===== config.mk =====
export PLATFORM = sky130hd
export DESIGN_NAME = fine_edge_compare_extension
export DESIGN_NICKNAME = d
export VERILOG_FILES = /design/src/inc/fine_edge_pkg.sv /design/src/design/micro_delay_line.sv /design/src/design/fine_edge_compare_extension.sv
export SDC_FILE = /design/constraint.sdc
export NUM_CORES = 1
export LEC_CHECK = 0
export BUFFER_PORTS_ARGS = -buffer_cell sky130_fd_sc_hd__buf_2
export CAP_MARGIN = 20
export CORE_ASPECT_RATIO = 1.1
export CORE_MARGIN = 2
export CORE_UTILIZATION = 45
export DETAILED_ROUTE_END_ITERATION = 16
export MAX_ROUTING_LAYER = met4
export PLACE_DENSITY = 0.65
export REMOVE_ABC_BUFFERS = 1
export SYNTH_ARGS = -nofsm -noshare
export SYNTH_HDL_FRONTEND = slang
export SYNTH_SLANG_ARGS = --single-unit

===== constraint.sdc =====
create_clock -name clk -period 3.2 [get_ports clk]
set_input_delay 0.48 -clock clk [delete_from_list [all_inputs] [get_ports clk]]
set_output_delay 0.48 -clock clk [all_outputs]
set_load 0.02 [all_outputs]

===== src/inc/fine_edge_pkg.sv =====
package fine_edge_pkg;

  localparam int COUNT_W = 16;
  localparam int STEP_W = 8;
  localparam int WORD_W = 32;

  localparam logic [COUNT_W-1:0] COUNT_ZERO = 16'h0000;
  localparam logic [COUNT_W-1:0] COUNT_ONE = 16'h0001;
  localparam logic [COUNT_W-1:0] PERIOD_MAX = 16'hffff;
  localparam logic [STEP_W-1:0] STEP_NONE = 8'h00;

  localparam int CLOCK_PERIOD_PS = 8000;

  // One 32-bit write: coarse compare in the upper half, fine extension below
  typedef struct packed {
    logic [COUNT_W-1:0] coarse;
    logic [STEP_W-1:0] fineStep;
    logic [STEP_W-1:0] fineUnused;
  } compare_word_type;

  typedef struct packed {
    logic [COUNT_W-1:0] coarse;
    logic [STEP_W-1:0] fineStep;
  } compare_set_type;

endpackage : fine_edge_pkg


===== src/design/micro_delay_line.sv =====
module micro_delay_line
  import fine_edge_pkg::*;
(
  input wire logic clk, // Time base clock
  input wire logic rst_n, // Async reset, active low
  input wire logic clkEn, // Freezes state while low
  input wire logic coarseLevel, // Level from the coarse compare
  input wire logic [STEP_W-1:0] stepCount, // Fine steps to add
  output logic lineOut, // Registered level to the tap chain
  output logic [STEP_W-1:0] tapSelect, // Tap code, zero is bypass
  output logic bypass // High when no fine delay applies
);

  wire logic noSteps;

  assign noSteps = (stepCount == STEP_NONE);

  // The taps themselves are outside the clocked logic; here the edge and
  // its tap code leave together from one register so they never skew.
  always_ff @(posedge clk or negedge rst_n)
  begin
    if (!rst_n)
    begin
      lineOut <= 1'b0;
      tapSelect <= STEP_NONE;
      bypass <= 1'b1;
    end
    else if (clkEn)
    begin
      lineOut <= coarseLevel;
      tapSelect <= stepCount;
      bypass <= noSteps;
    end
  end

  zero_bypass_a: assert property (@(posedge clk) disable iff (!rst_n)
    clkEn && stepCount == STEP_NONE |=> bypass && tapSelect == STEP_NONE)
    else $error("zero step count did not bypass the delay");

  tap_follow_a: assert property (@(posedge clk) disable iff (!rst_n)
    clkEn |=> tapSelect == $past(stepCount) && lineOut == $past(coarseLevel))
    else $error("tap code or level not carried through");

endmodule : micro_delay_line


===== src/design/fine_edge_compare_extension.sv =====
// Notes on behaviour
// - Period lasts period_count clocks; coarse edge falls after compare count clocks.
// - Compare edge is delayed further by the fine step count of delay steps.
// - Step count comes only from the upper byte; low byte is ignored.
// - Coarse and fine values arrive as one 32-bit word, coarse in upper half.
// - Period count may be any value up to 65535 in up-count mode.
// - Fine delay steps are set by an 8-bit field of the extension.
// - With shadowing selected, both values are double buffered until period start.
module fine_edge_compare_extension
  import fine_edge_pkg::*;
(
  input wire logic clk, // Time base clock, 125 MHz
  input wire logic rst_n, // Async reset, active low
  input wire logic clkEn, // Freezes all state while low
  input wire logic compareWrite, // One-cycle write strobe
  input wire compare_word_type compareWord, // Coarse and fine values together
  input wire logic [COUNT_W-1:0] periodCount, // Period in clocks
  input wire logic shadowSelect, // High: load at period start
  output logic pwmOut, // Coarse level toward the delay taps
  output logic [STEP_W-1:0] delayTap, // Fine step code for the taps
  output logic fineBypass, // High when no fine delay is added
  output logic periodStart // One-cycle pulse at each period start
);

  logic [COUNT_W-1:0] counter;
  compare_set_type active;
  compare_set_type shadow;
  logic pendingLoad;

  wire logic [COUNT_W-1:0] lastIndex;
  wire logic lastCount;
  wire logic zeroPeriod;
  wire logic atOrPastEnd;
  wire logic wrapNow;
  wire logic [COUNT_W-1:0] next_counter;
  wire compare_set_type written;
  wire logic directWrite;
  wire logic shadowWrite;
  wire logic shadowLoad;
  wire compare_set_type next_active;
  wire logic next_pendingLoad;
  wire logic coarseLevel;

  // A zero period holds the counter at zero instead of wrapping
  assign lastIndex = periodCount - COUNT_ONE;
  assign zeroPeriod = (periodCount == COUNT_ZERO);
  // At or past: a period shrunk below the count wraps at once, not after 65536
  assign atOrPastEnd = (counter >= lastIndex);
  assign lastCount = zeroPeriod || atOrPastEnd;
  assign wrapNow = clkEn && lastCount;
  assign next_counter = lastCount ? COUNT_ZERO : counter + COUNT_ONE;

  // Low byte of the extension is dropped here and never stored
  assign written.coarse = compareWord.coarse;
  assign written.fineStep = compareWord.fineStep;

  assign directWrite = compareWrite && !shadowSelect;
  assign shadowWrite = compareWrite && shadowSelect;
  assign shadowLoad = wrapNow && pendingLoad;

  // A direct write beats a pending shadow load in the same cycle
  assign next_active = directWrite ? written : (shadowLoad ? shadow : active);

  // A new shadow write wins over the clear at period start
  assign next_pendingLoad = shadowWrite || (pendingLoad && !lastCount);

  // Set at count zero, cleared at the compare count
  assign coarseLevel = (counter < active.coarse);

  always_ff @(posedge clk or negedge rst_n)
  begin
    if (!rst_n)
      counter <= COUNT_ZERO;
    else if (clkEn)
      counter <= next_counter;
  end

  always_ff @(posedge clk or negedge rst_n)
  begin
    if (!rst_n)
    begin
      active <= '0;
      shadow <= '0;
      pendingLoad <= 1'b0;
    end
    else if (clkEn)
    begin
      active <= next_active;
      if (shadowWrite)
        shadow <= written;
      pendingLoad <= next_pendingLoad;
    end
  end

  always_ff @(posedge clk or negedge rst_n)
  begin
    if (!rst_n)
      periodStart <= 1'b0;
    else if (clkEn)
      periodStart <= lastCount;
  end

  micro_delay_line delayStage (
    .clk(clk),
    .rst_n(rst_n),
    .clkEn(clkEn),
    .coarseLevel(coarseLevel),
    .stepCount(active.fineStep),
    .lineOut(pwmOut),
    .tapSelect(delayTap),
    .bypass(fineBypass)
  );

  counter_bound_a: assert property (@(posedge clk) disable iff (!rst_n)
    periodCount != COUNT_ZERO |-> counter <= lastIndex || $changed(periodCount))
    else $error("counter ran past the period");

  period_wrap_a: assert property (@(posedge clk) disable iff (!rst_n)
    clkEn && counter == lastIndex && periodCount != COUNT_ZERO |=> counter == COUNT_ZERO)
    else $error("counter did not wrap at the period end");

  count_step_a: assert property (@(posedge clk) disable iff (!rst_n)
    clkEn && !lastCount |=> counter == $past(counter) + COUNT_ONE)
    else $error("counter did not advance by one");

  direct_load_a: assert property (@(posedge clk) disable iff (!rst_n)
    clkEn && directWrite |=> active.coarse == $past(compareWord.coarse)
      && active.fineStep == $past(compareWord.fineStep))
    else $error("direct write did not load both halves");

  low_byte_a: assert property (@(posedge clk) disable iff (!rst_n)
    clkEn && directWrite ##1 clkEn ##1 1'b1 |-> delayTap == $past(compareWord.fineStep, 2))
    else $error("fine step not taken from the upper byte");

  shadow_hold_a: assert property (@(posedge clk) disable iff (!rst_n)
    clkEn && !compareWrite && !lastCount |=> active == $past(active))
    else $error("active compare changed mid period");

  shadow_load_a: assert property (@(posedge clk) disable iff (!rst_n)
    clkEn && lastCount && pendingLoad && !directWrite |=> active == $past(shadow)
      && (!pendingLoad || $past(shadowWrite)))
    else $error("shadow value not loaded at period start");

  level_track_a: assert property (@(posedge clk) disable iff (!rst_n)
    clkEn |=> pwmOut == ($past(counter) < $past(active.coarse)))
    else $error("output level does not follow the compare");

  start_pulse_a: assert property (@(posedge clk) disable iff (!rst_n)
    clkEn && lastCount && periodCount != COUNT_ZERO |=> periodStart && counter == COUNT_ZERO)
    else $error("period start pulse misplaced");

  pulse_zero_a: assert property (@(posedge clk) disable iff (!rst_n)
    periodStart |-> counter == COUNT_ZERO)
    else $error("period start pulse away from count zero");

  // Shadow path: a write waits in the copy until the wrap
  shadow_capture_a: assert property (@(posedge clk) disable iff (!rst_n)
    clkEn && shadowWrite |=> pendingLoad)
    else $error("shadow write did not arm a period start load");

  shadow_fields_a: assert property (@(posedge clk) disable iff (!rst_n)
    clkEn && shadowWrite |=> shadow.coarse == $past(compareWord.coarse)
      && shadow.fineStep == $past(compareWord.fineStep))
    else $error("shadow copy lost a field of the written word");

  shadow_defer_a: assert property (@(posedge clk) disable iff (!rst_n)
    clkEn && shadowWrite && !lastCount |=> active == $past(active))
    else $error("shadow write reached the active compare early");

  pending_keep_a: assert property (@(posedge clk) disable iff (!rst_n)
    clkEn && pendingLoad && !lastCount |=> pendingLoad)
    else $error("pending load dropped before period start");

  pending_clear_a: assert property (@(posedge clk) disable iff (!rst_n)
    clkEn && lastCount && !shadowWrite |=> !pendingLoad)
    else $error("pending load not cleared at period start");

  // Waveform shape against the counter
  start_only_a: assert property (@(posedge clk) disable iff (!rst_n)
    clkEn && !lastCount |=> !periodStart)
    else $error("period start pulse away from the wrap");

  start_high_a: assert property (@(posedge clk) disable iff (!rst_n)
    clkEn && counter == COUNT_ZERO && active.coarse != COUNT_ZERO |=> pwmOut)
    else $error("output not set at count zero");

  compare_fall_a: assert property (@(posedge clk) disable iff (!rst_n)
    clkEn && counter == active.coarse |=> !pwmOut)
    else $error("output not cleared at the compare count");

  max_count_a: assert property (@(posedge clk) disable iff (!rst_n)
    periodCount == PERIOD_MAX |-> counter != PERIOD_MAX)
    else $error("counter reached a value beyond the longest period");

  // Tap code hand-off toward the delay line
  tap_steps_a: assert property (@(posedge clk) disable iff (!rst_n)
    clkEn && active.fineStep != STEP_NONE |=> !fineBypass
      && delayTap == $past(active.fineStep))
    else $error("nonzero step count not passed to the taps");

  tap_bypass_a: assert property (@(posedge clk) disable iff (!rst_n)
    clkEn && active.fineStep == STEP_NONE |=> fineBypass && delayTap == STEP_NONE)
    else $error("zero step count still added a fine delay");

  // Clock enable low must leave every register as it was
  freeze_count_a: assert property (@(posedge clk) disable iff (!rst_n)
    !clkEn |=> counter == $past(counter) && periodStart == $past(periodStart))
    else $error("time base moved while frozen");

  freeze_compare_a: assert property (@(posedge clk) disable iff (!rst_n)
    !clkEn |=> active == $past(active) && shadow == $past(shadow)
      && pendingLoad == $past(pendingLoad))
    else $error("compare values moved while frozen");

  freeze_output_a: assert property (@(posedge clk) disable iff (!rst_n)
    !clkEn |=> pwmOut == $past(pwmOut) && delayTap == $past(delayTap)
      && fineBypass == $past(fineBypass))
    else $error("outputs moved while frozen");

endmodule : fine_edge_compare_extension


# After elaboration in Yosys (flattened, before gate mapping)
# Index checks and enable logic that the tools add are counted.
[op_classes] addsub=2 multipliers=0 div_mod_pow=0 order_cmp=2 eq_ne=0 n_shift=0 muxes=3 bitwise=0 reduce_logical=14
[ops] op="$mux 24" count=2
[ops] op="$add 16x1->16 const B" count=1
[ops] op="$ge 16x16->1" count=1
[ops] op="$logic_not 16->1" count=1
[ops] op="$lt 16x16->1" count=1
[ops] op="$mux 16" count=1
[ops] op="$sub 16x1->16 const B" count=1
[ops] op="$logic_not 8->1" count=1
[ops] op="$logic_and 1x1->1" count=5
[ops] op="$reduce_and 2->1" count=2
[ops] op="$logic_not 1->1" count=2
[ops] op="$logic_or 1x1->1" count=2
[ops] op="$reduce_bool 2->1" count=1
[word_totals] regBits=76 latchBits=0 ramBits=0 rom_bits=0 out_inout_bits=11 wordCells=31 mem_count=0

# Logic depth before layout (Yosys ltp)
# Gate-level depths: netlist of the first run.
[depth] word_depth=7 mapped_depth=13

# Hierarchy
# From an unflattened synthesis of the first run, not the netlist that was laid out.
[unflattened] cells_unflattened=393 area_unflattened_um2=4404.2
[modules_own_cells] module="fine_edge_compare_extension" n_inst=1 cells_each=368 area_each_um2=3968.8 seq_area_each_um2=1651.6
[modules_own_cells] module="micro_delay_line" n_inst=1 cells_each=25 area_each_um2=435.4 seq_area_each_um2=251.5

# Least setup slack after synthesis of the first run
# Ideal clock, no wire load.
[synth_path] kind="input to register" startpoint="input port periodCount[2]" endpoint="register active[3] (netlist name)" setup_ps=125 arrival_ps=3128 setup_slack_ps=-53 stages=12 cell_sequence="nor4_1 nand2_1 nor4_1 xnor2_1 ha_1 and2_0 a221o_1 a211oi_2 o21a_2 o22ai_4 buf_6 mux2_4"
[synth_between] elab_chain_len=7
[synth_rtl] item="from (decl)" line_no="fine_edge_compare_extension.sv:17" text="input wire logic [COUNT_W-1:0] periodCount,"
[synth_rtl] item="$sub 16x1->16" line_no="fine_edge_compare_extension.sv:45" text="assign lastIndex = periodCount - COUNT_ONE;"
[synth_rtl] item="$ge 16x16->1" line_no="fine_edge_compare_extension.sv:48" text="assign atOrPastEnd = (counter >= lastIndex);"
[synth_rtl] item="$logic_or 1x1->1 (*)" line_no="fine_edge_compare_extension.sv:49" text="assign lastCount = zeroPeriod || atOrPastEnd;"
[synth_rtl] item="$logic_and 1x1->1 (*)" line_no="fine_edge_compare_extension.sv:50" text="assign wrapNow = clkEn && lastCount;"
[synth_rtl] item="$logic_and 1x1->1 (*)" line_no="fine_edge_compare_extension.sv:59" text="assign shadowLoad = wrapNow && pendingLoad;"
[synth_rtl] item="$reduce_bool 2->1 (no source line) (*)"
[synth_rtl] item="$reduce_and 2->1 (no source line) (*)"
[synth_rtl] item="to (signal assigned)" line_no="fine_edge_compare_extension.sv:88" text="active <= next_active;"
[synth_rtl] item="to (decl)" line_no="fine_edge_compare_extension.sv:26" text="compare_set_type active;"
# Mark *: on every way between the ends. The rest lies on a longest branch, timed or not.
# A chain may end at the register's enable or synchronous reset.

# Final worst setup path of the first run
[layout_path] startpoint="input port periodCount[5]" endpoint="register active[1] (netlist name)"
# The elaborated chain is that of the path after synthesis.

==> impl_metrics.json, run 1 <==
{
  "cp.required_ns": 3.44,
  "cts.sinks": 76,
  "grt.overflow.total": 0,
  "ys_seq_elements": 76,
  "critPathArrivalTime_ns": 3.33,
  "critPathMaxFanout": 6,
  "wl_per_cell_um": 14.6,
  "postSynthAreaPerCell_um2": 11.5,
  "fin_util": 0.565,
  "drtIter0Drc": 82,
  "boundaryPins": 64,
  "synth_ff_type": "dfrtp_1",
  "dr.pass1.iters": 4,
  "synth_top_area_frac": 0.439,
  "min_period_over_period": 0.966,
  "fp.dieArea_um2": 10300,
  "synth_area_leaders": "dfrtp_1 (44%), mux2_2 (12%), ha_1 (9.9%), mux2i_1 (7.3%), xnor2_1 (2.9%)",
  "status": "complete, no violations",
  "num_vias": 3062,
  "antenna_cells": 0,
  "grt_pass1_vias": 3232,
  "crit_chain": "buf_2 -> nor4_2 -> buf_4 -> and3_1 -> buf_4 -> nand2_1 -> xor2_1 -> ha_1 -> nand2_1 -> nor2_1 -> nand4_1 -> o21a_2 -> o22ai_4 -> clkbuf_16 -> mux2_2",
  "max_slew_margin": 0.370,
  "coreArea_um2": 9310,
  "num_rows": 37,
  "power_mw": 3.03,
  "wl_mm": 8.58,
  "root_buffer": "clkbuf_8",
  "die_x_um": 97.0,
  "syn_inst": 373,
  "yosysTopAreaCell": "dfrtp_1",
  "dp_slack_ns": -0.324,
  "finClkSkew_ns": 0.00557,
  "hold_class": "input pin to asynchronous set/reset pin",
  "dp.cells": 569,
  "grt_use_total": 0.185,
  "area_growth_pct": 22.8,
  "mostFrequentLayoutCells": "dfrtp_1 (75), buf_2 (54), mux2_2 (45)",
  "fillers": 826,
  "cts_tree": "built",
  "portBuffers": 55,
  "synth_top_family_by_area": "multiplexers",
  "netlist_area_um2": 4280,
  "setup_viol": 0,
  "fin_ws_ns": 0.108,
  "ant_nets": 0,
  "power.density_nw_per_um2": 576,
  "maxCapViolCount": 0,
  "synth-compound-area-share": 0.0690,
  "fin_nets": 552,
  "ir_drop_mv": 0.371,
  "synth_cell_types": 47,
  "cts_buffers": 9,
  "synthAdderAreaFrac": 0.0995,
  "crit_path_start_kind": "input pin",
  "drive_gt1_frac": 0.353,
  "cp-end-kind": "flop",
  "muxShareOfSynthArea": 0.209,
  "synthXorXnorAreaFrac": 0.0471,
  "r2r_cells": 8,
  "dpl.hpwl_mm": 6.16,
  "worst_slew_pin_slew_ns": 0.946,
  "final_cell_area_um2": 5250,
  "tns_ns": 0,
  "fmax_ghz": 0.323,
  "drc": 0,
  "synth-edff-count": 0,
  "viasPerCell": 5.22,
  "layout_commonest_cell": "dfrtp_1",
  "ctsHtreeMaxLevel": 3,
  "insertion_delay_ns": 0.36,
  "finalNonFillerCells": 587,
  "hold_ws_ns": 0.261,
  "path_class": "input pin to flop",
  "place_area_um2": 4930,
  "place_congestion": 0.830,
  "cts.clk_slew.worst_paths_ns": 0.08,
  "p_leak_nw": 2.53,
  "cpPeakStageDelay_ns": 0.34,
  "grt_pass1_wl_mm": 14.8,
  "clockBufferDepth": 2,
  "ys_warn_count": 0,
  "slowest_stage": "nor4_2",
  "hold_violations": 0,
  "grt_max_degree": 77,
  "min_period_ns": 3.09,
  "initial_core_util": 0.460,
  "synthSimpleGateAreaFrac": 0.100,
  "grt_antenna_before_repair": 0,
  "die_h_um": 106,
  "slew_violations": 0,
  "seq_area_frac_synth": 0.445,
  "ys_async_sr_fraction": 1.00
}
[cell type report]
type	instances	area, um2	area share
sequential	76	1900	0.362
clock buffer	12	165	0.0314
tap	117	146	0.0279
clock inverter	4	70.1	0.0133
timing repair buffer	90	583	0.111
inverter	22	82.6	0.0157
multi-input combinational	266	2300	0.438
[cells in the mapped netlist (3+ instances only)]
cell / count
xnor2_1: 14
dfrtp_1: 75
o2bb2ai_1: 4
and3_1: 4
o21ai_0: 10
nand3_1: 13
clkbuf_1: 3
xor2_1: 9
nor2_1: 24
a21oi_1: 8
nand2_1: 16
inv_1: 21
nor3_1: 6
ha_1: 34
nand4_1: 3
nand2b_1: 6
mux2_2: 45
mux2i_1: 31
a21o_1: 4
mux2_4: 5
nor4_1: 7
[registers in the layout, summed over array words and instances, names as in the netlist]
name                  flops
active                   24
shadow                   24
counter                  16
delayStage.tapSelect      8
delayStage.bypass         1
delayStage.lineOut        1
pendingLoad               1
periodStart               1
[path summary, 6_finish.rpt]
path | endpoint | start | slack [ns]
max in group asynchronous | active[12] | rst_n | 2.33
hold / removal | shadow[20] | rst_n | 0.26
min in group clk | shadow[11] | compareWord[19] | 0.37
setup reg to reg | active[6] | counter[9] | 0.73
setup / recovery | active[1] | periodCount[5] | 0.11
hold reg to reg | delayStage.bypass | delayStage.bypass | 0.47
[power breakdown]
part	switching, mW	internal, mW	leakage, nW	total [mW]
clock network	0.341	0.500	0.122	0.841
registers	0.159	1.19	0.915	1.35
logic	0.413	0.426	1.49	0.838
[kinds of logic (layout without fill, tap and decap cells)]
logic type | count (synthesis) | after routing
buffers and inverters | 31 | 128
AOI/OAI and AO/OA | 41 | 41
adders and majority gates | 34 | 34
DFF | 76 | 76
and+or+nand+nor | 87 | 87
xor gates and xnor gates | 23 | 23
muxes | 81 | 81
[critical path: cells and delay by family]
kind                       cells  cell delay, ns
adders and majority gates      1            0.28
AOI/OAI and AO/OA              2            0.46
xor gates and xnor gates       1            0.15
and+or+nand+nor                6            0.98
muxes                          1            0.34
buffers and inverters          4            0.64
[routing by layer]
metal / share of wire / wire, um / vias to the layer above / global-route usage
li1: - / - / 1514 / -
met5: 0 / 0 / - / -
met4: 0.023 / 201 / 0 / 0.0855
met2: 0.47 / 4070 / 60 / 0.297
met3: 0.039 / 331 / 15 / 0.0394
met1: 0.46 / 3970 / 1473 / 0.224
[timing repair]
action                                  CTS  global route
endpoints found under the setup margin    0            25
gates resized for setup                   0             9
hold buffers                              0             0
setup buffers                             0             1
Power figures use the tool's default switching activity.
==> run 2: changes to the inputs <==
--- a/config.mk
+++ b/config.mk
@@ -7,7 +7,7 @@
 export LEC_CHECK = 0
 export BUFFER_PORTS_ARGS = -buffer_cell sky130_fd_sc_hd__buf_2
 export CAP_MARGIN = 20
-export CORE_ASPECT_RATIO = 1.1
+export CORE_ASPECT_RATIO = 0.9
 export CORE_MARGIN = 2
 export CORE_UTILIZATION = 45
 export DETAILED_ROUTE_END_ITERATION = 16
==> impl_metrics.json, run 2 (same netlist as run 1, synthesis figures left out) <==
{
  "status": "complete, no violations",
  "cp.required_ns": 3.43,
  "antenna_cells": 0,
  "area_growth_pct": 20.9,
  "critPathMaxFanout": 14,
  "grt_use_total": 0.182,
  "path_class": "input pin to flop",
  "viasPerCell": 5.28,
  "num_vias": 3112,
  "crit_path_start_kind": "input pin",
  "fillers": 835,
  "hold_violations": 0,
  "fmax_ghz": 0.329,
  "cpPeakStageDelay_ns": 0.36,
  "worst_slew_pin_slew_ns": 0.969,
  "p_clk_frac": 0.247,
  "drtIter0Drc": 100,
  "slew_violations": 0,
  "cts_buffers": 9,
  "tns_ns": 0,
  "slowest_stage": "nor4_2",
  "drc": 0,
  "min_period_over_period": 0.949,
  "place_area_um2": 4900,
  "initial_core_util": 0.467,
  "p_int_mw": 1.97,
  "grt_antenna_before_repair": 0,
  "wl_per_cell_um": 14.4,
  "num_rows": 33,
  "drive_gt1_frac": 0.358,
  "wl_mm": 8.50,
  "dpl.hpwl_mm": 6.25,
  "mostFrequentLayoutCells": "dfrtp_1 (75), buf_2 (54), mux2_2 (45)",
  "die_x_um": 107,
  "grt.overflow.total": 0,
  "power_frac_seq": 0.463,
  "dr.pass1.iters": 4,
  "die_h_um": 96.5,
  "clockBufferDepth": 2,
  "grt_pass1_vias": 3097,
  "layout_commonest_cell": "dfrtp_1",
  "power_mw": 2.89,
  "power.density_nw_per_um2": 560,
  "ant_nets": 0,
  "grt_pass1_wl_mm": 14.4,
  "portBuffers": 55,
  "cts.clk_slew.worst_paths_ns": 0.08,
  "min_period_ns": 3.04,
  "fin_ws_ns": 0.162,
  "maxCapViolCount": 0,
  "critPathArrivalTime_ns": 3.26,
  "root_buffer": "clkbuf_8",
  "finClkSkew_ns": 0.00744,
  "cts_tree": "built",
  "grt_max_degree": 77,
  "rsz0062_at_grt": "false",
  "cp-end-kind": "flop",
  "switching_share": 0.318,
  "rrSetupSlack_ns": 0.79,
  "crit_chain": "buf_2 -> nor4_2 -> buf_4 -> and3_2 -> nand2_1 -> xor2_1 -> ha_1 -> and2_0 -> a221o_1 -> a211oi_2 -> o21a_2 -> o22ai_4 -> buf_12 -> buf_12 -> mux2i_2",
  "ctsHtreeMaxLevel": 3,
  "pwr-share-comb": 0.290,
  "crit_top_cell": "buf_12",
  "switchingPower_mw": 0.920,
  "coreArea_um2": 9170,
  "fp.dieArea_um2": 10300,
  "setup_viol": 0,
  "final_cell_area_um2": 5170,
  "ir_drop_mv": 0.300,
  "insertion_delay_ns": 0.35,
  "max_slew_margin": 0.354,
  "finalNonFillerCells": 589,
  "place_congestion": 0.756,
  "dp.cells": 572,
  "p_leak_nw": 2.47,
  "boundaryPins": 64,
  "largestRegisters": "active: 24 flops, shadow: 24 flops, counter: 16 flops",
  "fin_util": 0.564,
  "dp_slack_ns": -0.398,
  "hold_class": "input pin to asynchronous set/reset pin",
  "cts.sinks": 76,
  "fin_nets": 549,
  "hold_ws_ns": 0.269
}
run 2: power groups by stage:
stage	clock network (mW)	logic (mW)	registers, mW
final	0.715	0.839	1.34
after detailed placement	0	0.833	1.36
after CTS	0.738	0.841	1.34
after floorplan	0	0.534	1.37
after global placement	0	0.786	1.35
after global routing	0.785	0.953	1.38
run 2: worst max-delay path: cells and delay by family:
kind | cells | cell delay [ns]
buffers and inverters | 4 | 0.59
adder cells (fa/ha/maj) | 1 | 0.26
AO/OA/AOI/OAI | 4 | 0.83
multiplexers | 1 | 0.14
AND/OR/NAND/NOR | 4 | 0.80
XOR/XNOR | 1 | 0.15
run 2: final timing paths:
path,start,endpoint,cells past startpoint
setup / recovery,periodCount[5],active[23],15
hold / removal,rst_n,counter[8],1
setup reg to reg,counter[9],active[23],9
hold reg to reg,periodStart,periodStart,1
max in group asynchronous,rst_n,shadow[1],1
min in group clk,compareWord[24],shadow[16],2
run 2: final cells by class:
type | count | area (um2) | share of cell area
multi-input combinational | 266 | 2300 | 0.444
sequential | 76 | 1900 | 0.368
timing repair buffer | 87 | 543 | 0.105
tap | 122 | 153 | 0.0295
clock buffer | 9 | 124 | 0.0240
inverter | 22 | 82.6 | 0.0160
clock inverter | 7 | 67.6 | 0.0131
run 2: what timing repair did:
| action | CTS | global route |
|---|---|---|
| setup buffers | 1 | 0 |
| pin swaps | 1 | 2 |
| gates cloned | 0 | 0 |
| setup endpoints to repair | 11 | 37 |
| gates resized for setup | 0 | 11 |
| hold buffers | 0 | 0 |
run 2: metal layers:
metal	vias up	GRT usage	wire length, um
met4	0	0.0400	70
li1	1514	-	-
met2	43	0.307	4270
met1	1546	0.222	3910
met5	-	-	0
met3	9	0.0483	246
